File: config.mk
export PLATFORM = sky130hd
export DESIGN_NAME = sp2c_regs
export DESIGN_NICKNAME = d
export VERILOG_FILES = /design/src/logic/sp2c_pkg.sv /design/src/logic/sp2c_cfg_if.sv /design/src/logic/sp2c_frame_policy.sv /design/src/logic/sp2c_regs.sv
export SDC_FILE = /design/constraint.sdc
export NUM_CORES = 1
export LEC_CHECK = 0
export BUFFER_PORTS_ARGS = -buffer_cell sky130_fd_sc_hd__buf_2
export CAP_MARGIN = 40
export CORE_ASPECT_RATIO = 0.9
export CORE_UTILIZATION = 25
export DETAILED_ROUTE_END_ITERATION = 16
export PLACE_DENSITY = 0.45
export SETUP_SLACK_MARGIN = 0.2
export SYNTH_ARGS = -nofsm -noshare
export SYNTH_HDL_FRONTEND = slang
export SYNTH_SLANG_ARGS = --single-unit
File: constraint.sdc
create_clock -name pclk -period 4.8 [get_ports pclk]
set_input_delay 0.24 -clock pclk [delete_from_list [all_inputs] [get_ports pclk]]
set_output_delay 0.24 -clock pclk [all_outputs]
set_load 0.01 [all_outputs]
File: src/logic/sp2c_pkg.sv
// constants and types of the port two control register set
package sp2c_pkg;
	localparam int          ADDR_W   = 16;
	localparam int          DATA_W   = 32;
	localparam int          REG_W    = 16;
	// register indices; byte address is four times the index
	localparam logic [15:0] IDX_VFM  = 16'h0522;
	localparam logic [15:0] IDX_TAG  = 16'h0524;
	localparam logic [15:0] IDX_RATE = 16'h0526;
	localparam logic [15:0] ADDR_VFM = {IDX_VFM[13:0], 2'b00};
	localparam logic [15:0] ADDR_TAG = {IDX_TAG[13:0], 2'b00};
	localparam logic [15:0] ADDR_RATE = {IDX_RATE[13:0], 2'b00};
	// control register 2 fields
	localparam int          B_IVF    = 14;
	localparam int          B_DNP    = 13;
	localparam int          B_FFC    = 12;
	localparam int          B_BPE    = 11;
	localparam int          B_TXE    = 10;
	localparam int          B_RXE    = 9;
	localparam int          B_LDIS   = 8;
	localparam int          B_SNIF   = 7;
	localparam int          B_RXM    = 6;
	localparam int          B_TXM    = 5;
	localparam int          B_UPC    = 3;
	localparam int          MEMB_W   = 3;
	localparam logic [15:0] VFM_WMASK = 16'h7FEF;
	localparam logic [15:0] VFM_RST  = 16'h0607;
	// default tag fields
	localparam int          PRI_LSB  = 13;
	localparam int          PRI_W    = 3;
	localparam int          B_CFI    = 12;
	localparam int          VID_W    = 12;
	localparam logic [15:0] TAG_WMASK = 16'hFFFF;
	localparam logic [15:0] TAG_RST  = 16'h0001;
	// rate counting fields
	localparam int          LIM_LSB  = 2;
	localparam int          B_CIFG   = 1;
	localparam int          B_CPRE   = 0;
	localparam logic [15:0] RATE_WMASK = 16'h000F;
	localparam logic [15:0] RATE_RST = 16'h0000;
	localparam int          IFG_BYTES = 12;
	localparam int          PRE_BYTES = 8;
	// membership bit of each port
	localparam int          P1_BIT   = 0;
	localparam int          P2_BIT   = 1;
	localparam int          HOST_BIT = 2;
	typedef enum logic [1:0] {
		LIM_ALL = 2'b00,
		LIM_BMF = 2'b01,
		LIM_BM  = 2'b10,
		LIM_B   = 2'b11
	} sp2c_lim_e;
endpackage

File: src/logic/sp2c_cfg_if.sv
// register fields handed from the register bank to the frame policy
`timescale 1ns/10ps
interface sp2c_cfg_if;
	logic [sp2c_pkg::VID_W-1:0]  vlan_identifier;
	logic [sp2c_pkg::PRI_W-1:0]  pri;
	logic                        cfi;
	logic                        ingress_filter;
	logic                        discard_non_pvid;
	logic                        pri_ceiling;
	logic                        rx_en;
	logic                        learn_dis;
	logic                        rx_mirror;
	logic [sp2c_pkg::MEMB_W-1:0] membership;
	logic [1:0]                  limit_mode;
	logic                        count_ifg;
	logic                        count_pre;
	modport regs (output vlan_identifier, pri, cfi, ingress_filter, discard_non_pvid, pri_ceiling, rx_en,
		learn_dis, rx_mirror, membership, limit_mode, count_ifg, count_pre);
	modport policy (input vlan_identifier, pri, cfi, ingress_filter, discard_non_pvid, pri_ceiling, rx_en,
		learn_dis, rx_mirror, membership, limit_mode, count_ifg, count_pre);
endinterface

File: src/logic/sp2c_frame_policy.sv
// per-frame decision from the port two control fields
`timescale 1ns/10ps
module sp2c_frame_policy #(
	parameter int LEN_W    = 11,
	parameter int PORT_BIT = 1
) (
	input  wire logic                            clk,
	input  wire logic                            rst_n,
	sp2c_cfg_if.policy                           cfg,
	input  wire logic                            tag_insert_en,
	input  wire logic                            rx_valid,
	input  wire logic                            rx_tagged,
	input  wire logic [sp2c_pkg::VID_W-1:0]      rx_vid,
	input  wire logic [sp2c_pkg::PRI_W-1:0]      rx_pri,
	input  wire logic [sp2c_pkg::MEMB_W-1:0]     rx_vlan_members,
	input  wire logic [sp2c_pkg::MEMB_W-1:0]     rx_dest,
	input  wire logic                            rx_bcast,
	input  wire logic                            rx_mcast,
	input  wire logic                            rx_flood_ucast,
	input  wire logic [LEN_W-1:0]                rx_len,
	output logic                                 dec_valid,
	output logic                                 dec_drop,
	output logic [sp2c_pkg::VID_W-1:0]           dec_vid,
	output logic [sp2c_pkg::PRI_W-1:0]           dec_pri,
	output logic [sp2c_pkg::MEMB_W-1:0]          dec_dest,
	output logic                                 dec_learn,
	output logic                                 dec_monitor,
	output logic                                 dec_rate_counted,
	output logic [LEN_W:0]                       dec_rate_bytes,
	output logic                                 dec_insert_tag,
	output logic [sp2c_pkg::REG_W-1:0]           dec_tag
);
	typedef struct packed {
		logic                        valid;
		logic                        drop;
		logic [sp2c_pkg::VID_W-1:0]  vlan_identifier;
		logic [sp2c_pkg::PRI_W-1:0]  pri;
		logic [sp2c_pkg::MEMB_W-1:0] dest;
		logic                        learn;
		logic                        monitor;
		logic                        counted;
		logic [LEN_W:0]              bytes;
		logic                        insert;
		logic [sp2c_pkg::REG_W-1:0]  tag;
	} sp2c_pol_s;

	sp2c_pol_s s_r;
	sp2c_pol_s s_nxt;

	if (LEN_W < 4 || LEN_W > 15 || PORT_BIT < 0 || PORT_BIT >= sp2c_pkg::MEMB_W) begin : g_chk
		$error("sp2c_frame_policy: unsupported LEN_W or PORT_BIT");
	end

	always_comb begin
		logic                       untagged;
		logic                       member_miss;
		logic                       vid_miss;
		logic [sp2c_pkg::VID_W-1:0] eff_vid;
		untagged    = !rx_tagged || (rx_vid == '0);
		eff_vid     = untagged ? cfg.vlan_identifier : rx_vid;
		member_miss = cfg.ingress_filter && !rx_vlan_members[PORT_BIT];
		vid_miss    = cfg.discard_non_pvid && (eff_vid != cfg.vlan_identifier);
		s_nxt       = s_r;
		s_nxt.valid = rx_valid;
		if (rx_valid) begin
			s_nxt.drop = !cfg.rx_en || member_miss || vid_miss;
			s_nxt.vlan_identifier  = eff_vid;
			s_nxt.pri  = rx_pri;
			if (cfg.pri_ceiling && (rx_pri > cfg.pri)) begin
				s_nxt.pri = cfg.pri;
			end
			s_nxt.dest    = rx_dest & cfg.membership;
			s_nxt.learn   = !cfg.learn_dis && cfg.rx_en && !member_miss && !vid_miss;
			s_nxt.monitor = cfg.rx_mirror;
			case (sp2c_pkg::sp2c_lim_e'(cfg.limit_mode))
				sp2c_pkg::LIM_ALL: s_nxt.counted = 1'b1;
				sp2c_pkg::LIM_BMF: s_nxt.counted = rx_bcast || rx_mcast || rx_flood_ucast;
				sp2c_pkg::LIM_BM:  s_nxt.counted = rx_bcast || rx_mcast;
				sp2c_pkg::LIM_B:   s_nxt.counted = rx_bcast;
				default:           s_nxt.counted = 1'b1;
			endcase
			s_nxt.bytes = {1'b0, rx_len}
				+ (cfg.count_ifg ? (LEN_W+1)'(sp2c_pkg::IFG_BYTES) : '0)
				+ (cfg.count_pre ? (LEN_W+1)'(sp2c_pkg::PRE_BYTES) : '0);
			// only untagged frames gain a tag; tagged ones pass unchanged
			s_nxt.insert = tag_insert_en && !rx_tagged;
			s_nxt.tag    = {cfg.pri, cfg.cfi, cfg.vlan_identifier};
		end
	end

	always_ff @(posedge clk or negedge rst_n) begin
		if (!rst_n) begin
			s_r <= '0;
		end else begin
			s_r <= s_nxt;
		end
	end

	assign dec_valid        = s_r.valid;
	assign dec_drop         = s_r.drop;
	assign dec_vid          = s_r.vlan_identifier;
	assign dec_pri          = s_r.pri;
	assign dec_dest         = s_r.dest;
	assign dec_learn        = s_r.learn;
	assign dec_monitor      = s_r.monitor;
	assign dec_rate_counted = s_r.counted;
	assign dec_rate_bytes   = s_r.bytes;
	assign dec_insert_tag   = s_r.insert;
	assign dec_tag          = s_r.tag;
endmodule

File: src/logic/sp2c_regs.sv
// port two control register bank on apb with its per-frame policy
`timescale 1ns/10ps
module sp2c_regs #(
	parameter int LEN_W = 11
) (
	input  wire logic                            pclk,
	input  wire logic                            presetn,
	input  wire logic                            psel,
	input  wire logic                            penable,
	input  wire logic                            pwrite,
	input  wire logic [sp2c_pkg::ADDR_W-1:0]     paddr,
	input  wire logic [sp2c_pkg::DATA_W-1:0]     pwdata,
	input  wire logic [3:0]                      pstrb,
	output logic [sp2c_pkg::DATA_W-1:0]          prdata,
	output logic                                 pready,
	output logic                                 pslverr,
	input  wire logic                            an_flow_ctrl,
	input  wire logic                            egress_tag_insert_en,
	output logic                                 flow_ctrl_en,
	output logic                                 backpressure_en,
	output logic                                 tx_enable,
	output logic                                 rx_enable,
	output logic                                 learn_enable,
	output logic                                 sniffer_port,
	output logic                                 rx_mirror,
	output logic                                 tx_mirror,
	input  wire logic                            rx_valid,
	input  wire logic                            rx_tagged,
	input  wire logic [sp2c_pkg::VID_W-1:0]      rx_vid,
	input  wire logic [sp2c_pkg::PRI_W-1:0]      rx_pri,
	input  wire logic [sp2c_pkg::MEMB_W-1:0]     rx_vlan_members,
	input  wire logic [sp2c_pkg::MEMB_W-1:0]     rx_dest,
	input  wire logic                            rx_bcast,
	input  wire logic                            rx_mcast,
	input  wire logic                            rx_flood_ucast,
	input  wire logic [LEN_W-1:0]                rx_len,
	output logic                                 dec_valid,
	output logic                                 dec_drop,
	output logic [sp2c_pkg::VID_W-1:0]           dec_vid,
	output logic [sp2c_pkg::PRI_W-1:0]           dec_pri,
	output logic [sp2c_pkg::MEMB_W-1:0]          dec_dest,
	output logic                                 dec_learn,
	output logic                                 dec_monitor,
	output logic                                 dec_rate_counted,
	output logic [LEN_W:0]                       dec_rate_bytes,
	output logic                                 dec_insert_tag,
	output logic [sp2c_pkg::REG_W-1:0]           dec_tag
);
	typedef struct packed {
		logic [sp2c_pkg::REG_W-1:0]  vfm;
		logic [sp2c_pkg::REG_W-1:0]  tag;
		logic [sp2c_pkg::REG_W-1:0]  rate;
		logic [sp2c_pkg::DATA_W-1:0] prdata;
		logic                        pready;
		logic                        pslverr;
		logic                        flow_en;
		logic                        learn_en;
	} sp2c_regs_s;

	sp2c_regs_s s_r;
	sp2c_regs_s s_nxt;
	sp2c_cfg_if cfg ();

	if (LEN_W < 4 || LEN_W > 15) begin : g_chk
		$error("sp2c_regs: LEN_W out of range");
	end

	// one-hot select: bit 0 control, bit 1 default tag, bit 2 rate counting
	function automatic logic [2:0] sp2c_decode(input logic [sp2c_pkg::ADDR_W-1:0] a);
		sp2c_decode = {a == sp2c_pkg::ADDR_RATE, a == sp2c_pkg::ADDR_TAG, a == sp2c_pkg::ADDR_VFM};
	endfunction

	// only lanes 0 and 1 carry register data; masked bits keep their zero
	function automatic logic [15:0] sp2c_merge(input logic [15:0] old, input logic [31:0] wd,
		input logic [3:0] strb, input logic [15:0] wmask);
		logic [15:0] lane;
		lane       = {{8{strb[1]}}, {8{strb[0]}}};
		sp2c_merge = ((wd[15:0] & wmask & lane) | (old & ~lane)) & wmask;
	endfunction

	always_comb begin
		logic [2:0] sel;
		logic       wr;
		sel           = sp2c_decode(paddr);
		wr            = psel && penable && pwrite && s_r.pready && !s_r.pslverr;
		s_nxt         = s_r;
		// zero wait state: ready in the first access cycle
		s_nxt.pready  = psel && !penable;
		s_nxt.pslverr = psel && !penable && (sel == 3'b000);
		if (psel && !penable) begin
			s_nxt.prdata = '0;
			if (sel[0]) begin
				s_nxt.prdata[15:0] = s_r.vfm;
			end
			if (sel[1]) begin
				s_nxt.prdata[15:0] = s_r.tag;
			end
			if (sel[2]) begin
				s_nxt.prdata[15:0] = s_r.rate;
			end
		end
		if (wr && sel[0]) begin
			s_nxt.vfm = sp2c_merge(s_r.vfm, pwdata, pstrb, sp2c_pkg::VFM_WMASK);
		end
		if (wr && sel[1]) begin
			s_nxt.tag = sp2c_merge(s_r.tag, pwdata, pstrb, sp2c_pkg::TAG_WMASK);
		end
		if (wr && sel[2]) begin
			s_nxt.rate = sp2c_merge(s_r.rate, pwdata, pstrb, sp2c_pkg::RATE_WMASK);
		end
		// negotiation result is registered here, so the output lags it by one clock
		s_nxt.flow_en = s_r.vfm[sp2c_pkg::B_FFC] || an_flow_ctrl;
		// kept as its own flop so the output needs no inverter behind the register
		s_nxt.learn_en = !s_nxt.vfm[sp2c_pkg::B_LDIS];
	end

	always_ff @(posedge pclk or negedge presetn) begin
		if (!presetn) begin
			s_r         <= '0;
			s_r.vfm     <= sp2c_pkg::VFM_RST;
			s_r.tag     <= sp2c_pkg::TAG_RST;
			s_r.rate    <= sp2c_pkg::RATE_RST;
			s_r.learn_en <= 1'b1;
		end else begin
			s_r <= s_nxt;
		end
	end

	assign prdata          = s_r.prdata;
	assign pready          = s_r.pready;
	assign pslverr         = s_r.pslverr;
	assign flow_ctrl_en    = s_r.flow_en;
	assign backpressure_en = s_r.vfm[sp2c_pkg::B_BPE];
	assign tx_enable       = s_r.vfm[sp2c_pkg::B_TXE];
	assign rx_enable       = s_r.vfm[sp2c_pkg::B_RXE];
	assign learn_enable    = s_r.learn_en;
	assign sniffer_port    = s_r.vfm[sp2c_pkg::B_SNIF];
	assign rx_mirror       = s_r.vfm[sp2c_pkg::B_RXM];
	assign tx_mirror       = s_r.vfm[sp2c_pkg::B_TXM];

	assign cfg.ingress_filter   = s_r.vfm[sp2c_pkg::B_IVF];
	assign cfg.discard_non_pvid = s_r.vfm[sp2c_pkg::B_DNP];
	assign cfg.pri_ceiling      = s_r.vfm[sp2c_pkg::B_UPC];
	assign cfg.rx_en            = s_r.vfm[sp2c_pkg::B_RXE];
	assign cfg.learn_dis        = s_r.vfm[sp2c_pkg::B_LDIS];
	assign cfg.rx_mirror        = s_r.vfm[sp2c_pkg::B_RXM];
	assign cfg.membership       = s_r.vfm[sp2c_pkg::MEMB_W-1:0];
	assign cfg.vlan_identifier              = s_r.tag[sp2c_pkg::VID_W-1:0];
	assign cfg.cfi              = s_r.tag[sp2c_pkg::B_CFI];
	assign cfg.pri              = s_r.tag[sp2c_pkg::PRI_LSB +: sp2c_pkg::PRI_W];
	assign cfg.limit_mode       = s_r.rate[sp2c_pkg::LIM_LSB +: 2];
	assign cfg.count_ifg        = s_r.rate[sp2c_pkg::B_CIFG];
	assign cfg.count_pre        = s_r.rate[sp2c_pkg::B_CPRE];

	sp2c_frame_policy #(
		.LEN_W    (LEN_W),
		.PORT_BIT (sp2c_pkg::P2_BIT)
	) u_policy (
		.clk              (pclk),
		.rst_n            (presetn),
		.cfg              (cfg.policy),
		.tag_insert_en    (egress_tag_insert_en),
		.rx_valid         (rx_valid),
		.rx_tagged        (rx_tagged),
		.rx_vid           (rx_vid),
		.rx_pri           (rx_pri),
		.rx_vlan_members  (rx_vlan_members),
		.rx_dest          (rx_dest),
		.rx_bcast         (rx_bcast),
		.rx_mcast         (rx_mcast),
		.rx_flood_ucast   (rx_flood_ucast),
		.rx_len           (rx_len),
		.dec_valid        (dec_valid),
		.dec_drop         (dec_drop),
		.dec_vid          (dec_vid),
		.dec_pri          (dec_pri),
		.dec_dest         (dec_dest),
		.dec_learn        (dec_learn),
		.dec_monitor      (dec_monitor),
		.dec_rate_counted (dec_rate_counted),
		.dec_rate_bytes   (dec_rate_bytes),
		.dec_insert_tag   (dec_insert_tag),
		.dec_tag          (dec_tag)
	);
endmodule

# Yosys cells after proc, flatten, opt, wreduce, memory -nomap -nowiden
# Cells that the tools add are included.
[word_totals]
reg_bits = 106
latchBits = 0
ram_bits = 0
mem_bits_ro = 0
mem_count = 0
[classes]
addsub = 2
n_mul = 0
div = 0
magnitude_cmp = 1
eq_ne = 7
shift = 0
n_mux = 9
bitwise_logic = 11
reduce_logical = 34
[ops]
columns = ["operator", "count"]
rows = [
  ["16-bit by 13-bit equality test with 1-bit output, second input constant", 3],
  ["16-bit AND", 2],
  ["16-bit 2-to-1 mux", 2],
  ["15-bit AND", 2],
  ["1-bit logical AND", 16],
  ["16-bit inverter", 1],
  ["16-bit OR", 1],
  ["15-bit 2-to-1 mux", 1],
  ["15-bit OR", 1],
  ["11-bit by 12-bit adder with 12-bit output", 1],
  ["12-bit adder", 1],
  ["12-bit zero test", 1],
  ["12-bit 2-to-1 mux", 1],
  ["12-bit != test", 1],
  ["1-bit zero test", 9],
  ["9-bit 2-to-1 mux", 1],
  ["4-bit AND", 2],
  ["4-bit 2-to-1 mux", 2],
  ["1-bit logical OR", 6],
  ["2-bit equality test, second input constant", 2],
  ["4-bit OR", 1],
  ["1-bit one-hot mux with 4 select lines", 1],
  ["3-bit AND", 1],
  ["3-bit greater-than comparator", 1],
  ["other kinds (4)", 4],
]

# Logic depth before layout (Yosys ltp)
# Gate-level depths: netlist of run 1.
[logic_depth]
word_depth = 7
ltp_mapped = 6
mapped_depth_nobuf = 6

# Modules after synthesis
# From an unflattened synthesis of run 1, not the netlist that was laid out.
[hier_totals]
hier_cells = 419
area_unflattened_um2 = 5032.3
[modules_own_cells]
columns = ["mod", "instances", "cells_each", "area_each_um2", "seq_area_each_um2"]
rows = [
  ["sp2c_regs", 1, 195, 2548.7, 1360.1],
  ["sp2c_frame_policy", 1, 224, 2483.6, 1301.2],
]

# Worst setup path after synthesis of run 1
# OpenSTA, ideal clock, no wires.
[synth_path]
path_type = "reg-to-reg"
start = "reg (tool-made name)"
end = "reg u_policy.s_r (netlist bit u_policy.dec_rate_bytes[7])"
setup_time_ns = 0.137
arrival_time_ns = 1.800
setup_slack_ns = 2.863
path_stages_with_launch = 7
synth_period_minus_slack_ns = 1.937
cell_sequence = "dfrtp_1 > fa_1 > ha_1 > fa_1 > nand3_1 > xor2_1 > a21oi_1"
[synth_lines]
columns = ["element", "line", "rtl"]
rows = [
  ["end signal: assignment", "sp2c_frame_policy.sv:95", "s_r <= s_nxt;"],
  ["end: declaration", "sp2c_frame_policy.sv:47", "sp2c_pol_s s_r;"],
]

==> metrics.md, run 1 <==
| Metric | Value |
|---|---|
| Critical path type | reg2reg |
| Vias | between 3000 and 4000 |
| Hold path startpoint | pwdata[8] |
| CP Cell Sequence | fa_1 > ha_1 > fa_1 > nand3_1 > xor2_1 > a21oi_1 |
| Row count | 48 |
| Slowest cell delay on critical path | between 0.4 and 0.5 ns |
| Buffer and inverter count on the worst path | 0 |
| DR DRC count | 0 |
| Worst-margin pin slew | around 0.90 ns |
| Yosys warns | 0 |
| Design area | 0.00618 mm2 |
| Worst-path maximum fanout | 4 |
| Clk root buf | clkbuf_16 |
| Synth top area cells | dfrtp_1 49%, mux2_2 13%, buf_4 4.8% |
| Num Clock Sinks | 106 |
| Grt met2 use | between 20 and 25% |
| Worst Hold Class | in2reg |
| Vias in the first global route | 3699 |
| PwrDens | between 200 and 300 mW/mm2 |
| Asr flop ratio synth | 100% |
| Syn Inst Count | between 400 and 500 |
| Mean routed wirelength per cell | around 17 um |
| Sw Ratio | a little over a quarter |
| Min Tclk post-route | between 2 and 2.5 ns |
| Final Wtd Congestion | just under 0.8 |
| Vias/cell | ~4.5 |
| Period utilization | a little over two fifths |
| Area of the core | about 0.019 mm2 |
| Clk slew on worst S/H paths | 0.07 ns |
| Comb pwr share | under 10% |
| Yosys top cell by area | dfrtp_1 |
| Unrepaired setup endpoints after global routing | no |
| Busiest layer in global routing | met2 |
| Final #Nets | between 600 and 700 |
| Top delay family on crit path | adder cells |
| Peak VDD IR | approximately 0.00014 V |
| Synth top area share | between 40% and 50% |
| GRT Overall Usage | between 10 and 15% |
| Crit path capture type | flop |
| Pin count of the biggest net entering global routing | 55 |
| Syn-to-layout area delta | 23.3% |
| Postcts setup bufs | 0 |
| Clk pwr share | 39.5% |
| Sw Pwr | 476 uW |
| TritonRoute pass-1 iters | 6 |
| Sequential fraction of the synthesis area | a little over half |
| Required time at the worst-slack endpoint | roughly 5.0 ns |
| Die Width | around 150 um |
| Synth unique cells | 48 |
| Port buffer count | about 150 |
| CTS Buffer Depth | 2 |
| Worst reg2reg endpoint | u_policy.dec_rate_bytes[7] |
| Hpwl dp | around 10 mm |
| Total Power | roughly 1.8 mW |
| CP startpoint kind | flop |
| Fin. Hold Viols | 0 |
| End of the worst hold path | learn_enable |
| Worst r2r path cells | 6 |
| R2R setup slack | around 2.7 ns |
| Die Ht | roughly 140 um |
| Worst Hold Depth | 2 |
| Synthesized cell area | around 0.005 mm2 |
| First-pass GRT wire length | roughly 21 mm |
| Register bit total from synthesis | 106 |
| Leakage power | ~3.2 nW |
| Post_cts resized | 0 |
| DRT iter0 DRCs | between 150 and 200 |
| Ys flop type | dfrtp_1 |
| Placed Area | between 0.005 and 0.006 mm2 |
| Max-cap violation count | 0 |
| Mean Syn Cell Area | ~12 um2 |
| Max-slew violation count | 0 |
| Total negative slack | 0 ns |
| Worst setup margin | 2.70 ns |
| Starting Density | about a quarter |
| TritonCTS clock tree | yes |
| Die area | just over 0.02 mm2 |
| Slew HR | a little under 40% |
| M1 GR Usage | approximately a fifth |
| Met3 Use GR | about 3.6% |
| Hold Buf Count CTS | 1 |
| Worst path arrival time | around 2.3 ns |
| Post-route ant nets | 0 |
| Initial antenna violation count | 1 |
| Skew-Pair Late Insertion Delay | ~0.35 ns |
| Int Power | 1.34 mW |
| Share of post-route cells with drive strength above 1 | between 40% and 50% |
| Number of synthesized flops with an enable pin | 0 |
| H-tree Lvls | 3 |
| Top cell by count, worst path | fa_1 |
| Inserted Diodes | 0 |
| Worst path slowest cell | fa_1 |
| Setup Skew | a little under 0.008 ns |
| I/O pins | 190 |
| Number of buffers created by CTS | 9 |
| Fmax | 476 MHz |
| Sequential Power Share | approximately half |
| Routed WL | ~14 mm |
| Gr ovfl total | 0 |
| Post-place setup slack | approximately 2.4 ns |
| Endpoints failing setup | 0 |
| Status | finished, final reports clean |
-- stage by stage --
step / utilization (%) / hold slack (ns) / cells
after global placement: 30.3 / 0.325 / 789
after floorplan: - / -0.0556 / 433
after CTS: 31.9 / 0.0390 / 808
after detailed placement: 30.4 / 0.342 / 791
final: 31.9 / 0.0516 / 808
after global routing: 31.9 / 0.0418 / 808
-- area by class of cell --
type | instances | area (um2)
tap | 250 | 313
sequential | 106 | 2660
multi-input combinational | 260 | 2040
clock inverter | 7 | 53.8
clock buffer | 9 | 225
fill | 2001 | 13200
timing repair buffer | 160 | 831
inverter | 16 | 60.1
-- cells in the mapped netlist, drive strengths merged (2+ instances only) --
| master | count |
|---|---|
| nand2b | 3 |
| o21ai | 9 |
| a21oi | 21 |
| buf | 37 |
| nor2 | 25 |
| a221o | 10 |
| or4 | 4 |
| fa | 2 |
| a22o | 2 |
| nand4 | 9 |
| nor2b | 3 |
| nor4 | 4 |
| o221ai | 3 |
| o21a | 2 |
| nand3 | 5 |
| and2 | 12 |
| nand2 | 11 |
| inv | 16 |
| a22oi | 17 |
| dfrtp | 99 |
| mux2 | 59 |
| clkbuf | 14 |
| nor4b | 3 |
| o2111ai | 3 |
| or2 | 2 |
| xor2 | 17 |
| ha | 6 |
| dfstp | 7 |
-- how the worst max path moves through the flow --
stage / from / endpoint / cells after the start
after CTS: flop / u_policy.dec_rate_bytes[7] / 6
after global routing: flop / u_policy.dec_rate_bytes[7] / 6
after floorplan: flop / u_policy.dec_rate_bytes[7] / 6
after detailed placement: paddr[15] / prdata[7] / 5
final: flop / u_policy.dec_rate_bytes[7] / 6
after global placement: paddr[15] / prdata[10] / 5
-- placed cells by master, fill, tap and decap left out, types with 2 or more instances in the layout --
cell type,synthesis,layout
nor2b_1,3,3
nand4_2,4,4
a22oi_1,17,17
nor4_1,3,3
mux2_2,59,59
inv_1,16,16
buf_4,32,6
nand2_1,11,11
nand2b_1,3,3
o221ai_1,3,3
a21oi_1,21,21
o21ai_0,9,9
nor4b_1,2,2
clkbuf_16,0,9
a221o_1,10,10
buf_2,3,152
o2111ai_1,3,3
dfstp_2,7,7
clkinvlp_4,0,3
conb_1,1,16
ha_1,6,6
dfrtp_1,99,99
and2_1,11,11
fa_1,2,2
nor2_1,25,25
xor2_1,17,17
or4_1,3,3
nand4_1,5,5
a22o_1,2,2
or2_2,2,2
nand3_1,5,5
o21a_1,2,2
inv_6,0,2
-- worst reg2reg max path, cell delays in order (launching register included) --
cell,delay (ns)
dfrtp_1,0.44
fa_1,0.48
ha_1,0.24
fa_1,0.47
nand3_1,0.13
xor2_1,0.15
a21oi_1,0.08
-- power groups by stage --
stage	Sequential, mW	Combinational [mW]	Clock [mW]
final	0.927	0.172	0.716
after global routing	0.930	0.193	0.786
after CTS	0.927	0.175	0.744
after detailed placement	0.945	0.174	0
after global placement	0.944	0.169	0
after floorplan	0.955	0.0730	0
-- routing by layer --
metal  share of wire (%)  vias up  wire length, um
met4                 1.5        0              210
met3                 6.4       14              895
met2                  44      126             6160
met1                  48     1771             6700
met5                   0        -                0
li1                    -     1714                -
-- cell families (layout without fill, tap and decap cells) --
logic type | Yosys count | count (layout) | synth area share [%]
and+or+nand+nor | 85 | 85 | 10.3
DFF | 106 | 106 | 53.1
adders and majority gates | 8 | 8 | 2.30
xor gates and xnor gates | 18 | 18 | 3.14
AOI/OAI and AO/OA | 73 | 73 | 10.2
muxes | 60 | 60 | 13.4
buffers and inverters | 67 | 192 | 7.49
other | 1 | 16 | 0.0748
Power figures use the tool's default switching activity.
==> run 2: changes to the inputs <==
- PLACE_DENSITY: 0.45 -> 0.47
- clock period: 4.8 -> 1.8 ns (I/O delays scaled with it)
==> run 2 against run 1 <==
  * The flow now finishes with violations (setup timing)
  * Hold slack got worse by 0.041 ns
  * Count of clock-buffer cells in the layout stayed put
  * Maximum frequency increased by 9.2%
  * Clock skew down 0.0016 ns
  * Utilization increased by 3.4 points
  * Clock power grew to 2.8 times the previous value
  * Final area grew 11%
  * First-iteration DRC count shrank 19%
  * Sequential share of layout area is 4.1 points lower
  * Largest power group unchanged
==> metrics.md, run 2 (synthesized netlist as in run 1, its figures left out) <==
| Metric | Value |
|---|---|
| Die Ht | 136 um (unchanged) |
| TritonRoute pass-1 iters | 4 (-2) |
| Endpoints failing setup | 7 (+7) |
| Commonest non-fill, non-tap cell in the layout | buf_2 |
| Syn-to-layout area delta | 36.3% |
| Unrepaired setup endpoints after global routing | yes |
| Vias/cell | 4.56 (+1.7%) |
| Max-cap violation count | 0 (unchanged) |
| Worst path slowest cell | fa_2 |
| Fill count | 1979 (-1.1%) |
| Share of post-route cells with drive strength above 1 | 47.2% (+2.2 points) |
| Period utilization | 107% (+63 points) |
| Post-place setup slack | -0.170 ns (-2.53 ns) |
| Inserted Diodes | 0 (unchanged) |
| Vias in the first global route | 4032 (+9.0%) |
| Slew HR | 63.5% (+24 points) |
| Final Wtd Congestion | 0.792 (+1.6%) |
| Worst-path maximum fanout | 2 (-2) |
| Status | complete, but fails checks |
| Worst-margin pin slew | 0.547 ns (-0.356 ns) |
| TritonCTS clock tree | yes |
| CP Cell Sequence | fa_2 > ha_4 > fa_2 > mux2_2 |
| CTS Buffer Depth | 2 (unchanged) |
| PwrDens | 736 mW/mm2 (+150%) |
| Gr ovfl total | 0 (unchanged) |
| Post-route ant nets | 0 (unchanged) |
| Area of the core | 0.0194 mm2 (unchanged) |
| Row count | 48 (unchanged) |
| Leakage power | 3.46 nW (+9.9%) |
| CP startpoint kind | flop |
| Worst setup margin | -0.125 ns (-2.82 ns) |
| Clk slew on worst S/H paths | 0.08 ns (about the same) |
| Min Tclk post-route | 1.92 ns (-0.177 ns) |
| I/O pins | 190 (unchanged) |
| Starting Density | 25.9% (unchanged) |
| Critical path type | reg2reg |
| Required time at the worst-slack endpoint | 2.04 ns (-2.99 ns) |
| First-pass GRT wire length | 22.8 mm (+6.6%) |
| WHS | 0.0107 ns (-0.0410 ns) |
| Num Clock Sinks | 106 (unchanged) |
| GRT Overall Usage | 15.1% (+0.93 points) |
| Skew-Pair Late Insertion Delay | 0.35 ns (about the same) |
| Slowest cell delay on critical path | 0.57 ns (+0.09 ns) |
| H-tree Lvls | 3 (unchanged) |
| Buffer and inverter count on the worst path | 0 (unchanged) |
| Final #Nets | 703 (+7.0%) |
| Vias | 3898 (+7.5%) |
| Failing checks | setup timing |
| Commonest cells after routing, fill and taps aside | 151 x buf_2, 99 x dfrtp_1, 44 x mux2_2, 25 x nor2_1, 25 x buf_4 |
| Port buffer count | 153 (unchanged) |
| Routed WL | 15.1 mm (+7.9%) |
| Fmax | 520 MHz (+9.2%) |
| Worst Hold Class | in2reg |
| Top cell by count, worst path | fa_2 |
| Setup Skew | 0.00623 ns (-0.00160 ns) |
| Top delay family on crit path | adder cells |
| Worst path arrival time | 2.17 ns (-0.16 ns) |
| Fin. Hold Viols | 0 (unchanged) |
| Max-slew violation count | 0 (unchanged) |
| Number of buffers created by CTS | 9 (unchanged) |
| Initial antenna violation count | 0 (-1) |
| Mean routed wirelength per cell | 17.7 um (+2.1%) |
| Peak VDD IR | 0.000390 V (+190%) |
| Pin count of the biggest net entering global routing | 60 (+9.1%) |
| Hpwl dp | 11.1 mm (+7.0%) |
| Clk root buf | clkbuf_16 |
| Die area | 0.0206 mm2 (unchanged) |
| Crit path capture type | flop |
| DRT iter0 DRCs | 154 (-19%) |
| Die Width | 151 um (unchanged) |
| DR DRC count | 0 (unchanged) |
[run 2: per-stage QoR]
stage               power, mW  utilization, %  setup TNS [ns]  cells  cell area (um2)
finish                   5.03            35.2          -0.564    854             6830
global route             5.28            35.2           -1.07    854             6830
CTS                      5.13            34.9          -0.473    850             6760
detailed placement       3.02            31.7           -1.18    812             6160
global placement         3.00            31.7          -0.487    812             6160
floorplan                2.75               -          -0.222    433             5140
[run 2: layer usage]
metal / track usage [%] / share of wire (%)
met1: 21.1 / 48
met3: 3.19 / 5.1
met2: 22.8 / 45
met4: 5.33 / 1.6
met5: 0 / 0
[run 2: layout make-up]
class	instances	area, um2	area share, %
inverters	16	60.1	0.879
multi-input cells	260	2200	32.2
repair buffers	206	1310	19.1
flip-flops and latches	106	2660	38.9
clock buffers	9	225	3.30
well taps	250	313	4.58
clock inverters	7	68.8	1.01
[run 2: repair_timing]
item,CTS,global route
pin swaps,11,11
hold buffers,22,0
endpoints found under the hold margin,64,0
setup endpoints to repair,37,41
resized for setup,20,3
setup buffers,0,4
[run 2: final timing paths]
kind	cells after the start	slack [ns]	end	startpoint
min	3	0.01	u_policy.dec_rate_bytes[11]	rx_len[9]
min reg2reg	2	0.48	prdata[3]	prdata[3]
max in group asynchronous	3	0.84	async pin	presetn
min in group asynchronous	2	0.25	u_policy.dec_rate_bytes[8]	presetn
max reg2reg	4	-0.12	u_policy.dec_rate_bytes[4]	flop
max	4	-0.12	u_policy.dec_rate_bytes[4]	flop
[run 2: where the power goes]
part	internal, mW	switching (mW)
clock network	1.08	0.945
registers	2.44	0.0324
logic	0.230	0.303
total	3.75	1.28
[run 2: worst reg2reg max path, stage by stage (launching register included)]
cell and delay [ns]:
dfrtp_1 0.40, fa_2 0.57, ha_4 0.14, fa_2 0.43
mux2_2 0.27
==> run 3: changes to the inputs <==
- CORE_ASPECT_RATIO: 0.9 -> 1.2
==> run 3 against run 2 <==
  * The flow still finishes with violations (setup timing)
  * Non-clock buffer count decreased by 3
  * Die area barely moved
  * Critical path depth unchanged
  * Largest power group unchanged
  * Wire length down 3.7%
  * Count of clock-buffer cells in the layout grew 3
  * Maximum frequency rose by 0.57%
  * Hold slack gained 0.0087 ns
  * Clock power is 5% higher
  * Via count down 0.92%
==> metrics.md, run 3 (synthesized netlist as in run 1, its figures left out) <==
| Metric | Value |
|---|---|
| Status | complete, but fails checks |
| Failing checks | setup timing |
| Initial antenna violation count | 0 (unchanged) |
| TritonRoute pass-1 iters | 4 (unchanged) |
| H-tree Lvls | 3 (unchanged) |
| Number of buffers created by CTS | 9 (unchanged) |
| Port buffer count | 153 (unchanged) |
| Area of the core | 0.0196 mm2 (+1.1%) |
| Worst path slowest cell | fa_1 |
| Final #Nets | 700 (-0.43%) |
| Placed Area | 0.00618 mm2 (+0.39%) |
| Syn-to-layout area delta | 36.3% (about the same) |
| Starting Density | 25.6% (-0.29 points) |
| Fin. Hold Viols | 0 (unchanged) |
| First-pass GRT wire length | 22.5 mm (-1.4%) |
| Worst-path maximum fanout | 2 (unchanged) |
| CTS Buffer Depth | 2 (unchanged) |
| Vias in the first global route | 3930 (-2.5%) |
| Skew-Pair Late Insertion Delay | 0.35 ns (about the same) |
| GRT Overall Usage | 14.5% (-0.60 points) |
| Critical path type | reg2reg |
| CP startpoint kind | flop |
| Required time at the worst-slack endpoint | 2.04 ns (about the same) |
| DRT iter0 DRCs | 105 (-32%) |
| Min Tclk post-route | 1.91 ns (-0.0109 ns) |
| Total Power | 5.13 mW (+1.9%) |
| Hpwl dp | 10.6 mm (-4.5%) |
| Leakage power | 3.46 nW (about the same) |
| Inserted Diodes | 0 (unchanged) |
| Vias | 3862 (-0.92%) |
| Die Ht | 157 um (+15%) |
| Max-cap violation count | 0 (unchanged) |
| Worst path arrival time | 2.15 ns (-0.02 ns) |
| Vias/cell | 4.48 (-1.8%) |
| Endpoints failing setup | 7 (unchanged) |
| Worst Hold Class | in2reg |
| Commonest non-fill, non-tap cell in the layout | buf_2 |
| Mean routed wirelength per cell | 16.8 um (-4.6%) |
| TritonCTS clock tree | yes |
| DR DRC count | 0 (unchanged) |
| Die Width | 131 um (-13%) |
| Period utilization | 106% (-0.60 points) |
| Commonest cells after routing, fill and taps aside | 152 x buf_2, 98 x dfrtp_1, 40 x mux2_2, 25 x nor2_1, 22 x buf_4 |
| Slowest cell delay on critical path | 0.51 ns (-0.06 ns) |
| I/O pins | 190 (unchanged) |
| Post-route ant nets | 0 (unchanged) |
| Peak VDD IR | 0.000432 V (+11%) |
| Top delay family on crit path | adder cells |
| Clk root buf | clkbuf_16 |
| Max-slew violation count | 0 (unchanged) |
| Final Wtd Congestion | 0.815 (+2.9%) |
| Total negative slack | -0.433 ns (+0.131 ns) |
| Clk slew on worst S/H paths | 0.07 ns (about the same) |
| Routed WL | 14.5 mm (-3.7%) |
| Crit path capture type | flop |
| Design area | 0.00684 mm2 (about the same) |
| Num Clock Sinks | 106 (unchanged) |
| Core Util, Final | 34.8% (-0.38 points) |
| Unrepaired setup endpoints after global routing | yes |
| Fmax | 522 MHz (+0.57%) |
| Share of post-route cells with drive strength above 1 | 46.6% (-0.60 points) |
| Die area | 0.0206 mm2 (about the same) |
| Setup Skew | 0.00775 ns (+0.00151 ns) |
| Gr ovfl total | 0 (unchanged) |
| Placed Cells | 821 (+1.1%) |
| Pin count of the biggest net entering global routing | 83 (+38%) |
| CP Cell Sequence | fa_1 > ha_2 > fa_2 > mux2_2 |
| Row count | 56 (+17%) |
| Buffer and inverter count on the worst path | 0 (unchanged) |
| Worst setup margin | -0.114 ns (+0.0109 ns) |
| PwrDens | 750 mW/mm2 (+1.9%) |
| Fill count | 2025 (+2.3%) |
| Fin cells | 862 (+0.94%) |
run 3: through the flow:
step / hold WS (ns) / worst slack (ns)
after global placement: 0.0315 / -0.134
after floorplan: -0.206 / -0.0740
after CTS: 0.00358 / -0.163
final: 0.0193 / -0.114
after detailed placement: 0.0401 / -0.142
after global routing: 0.0161 / -0.187
run 3: worst paths after layout:
check | from | slack, ns | depth (start not counted) | end
worst min-delay path | pwdata[3] | 0.02 | 2 | flop
worst min register to register | prdata[2] | 0.49 | 2 | prdata[2]
min in group asynchronous | presetn | 0.21 | 2 | u_policy.dec_rate_bytes[3]
worst max-delay path | flop | -0.11 | 4 | u_policy.dec_rate_bytes[4]
max in group asynchronous | presetn | 0.97 | 3 | async pin
worst max register to register | flop | -0.11 | 4 | u_policy.dec_rate_bytes[4]
run 3: layer usage:
metal	GRT usage, %	up-vias	part of all wire, %
li1	-	1804	-
met1	17.1	1929	43
met2	25.3	110	51
met3	3.09	19	4.3
met4	6.37	0	2.2
met5	0	-	0
run 3: final cells by class:
type / instances / area, um2 / area share [%]
clock buffer: 12 / 236 / 3.46
clock inverter: 4 / 76.3 / 1.12
inverter: 16 / 60.1 / 0.878
multi-input combinational: 260 / 2200 / 32.1
sequential: 106 / 2660 / 38.9
tap: 261 / 327 / 4.78
timing repair buffer: 203 / 1280 / 18.7
run 3: timing repair:
item,in CTS,in global routing
endpoints found under the hold margin,55,0
resized for setup,6,20
pin swaps,8,13
endpoints found under the setup margin,37,35
setup buffers,3,1
hold buffers,21,0
run 3: power by group:
part | total, mW | internal, mW | switching [mW]
clock | 2.13 | 1.23 | 0.902
sequential | 2.47 | 2.44 | 0.0328
combinational | 0.524 | 0.226 | 0.297
run 3: worst reg2reg max path: stages, from the launching register on:
cell and delay, ns:
dfrtp_1 0.40, fa_1 0.51, ha_2 0.19, fa_2 0.42, mux2_2 0.27
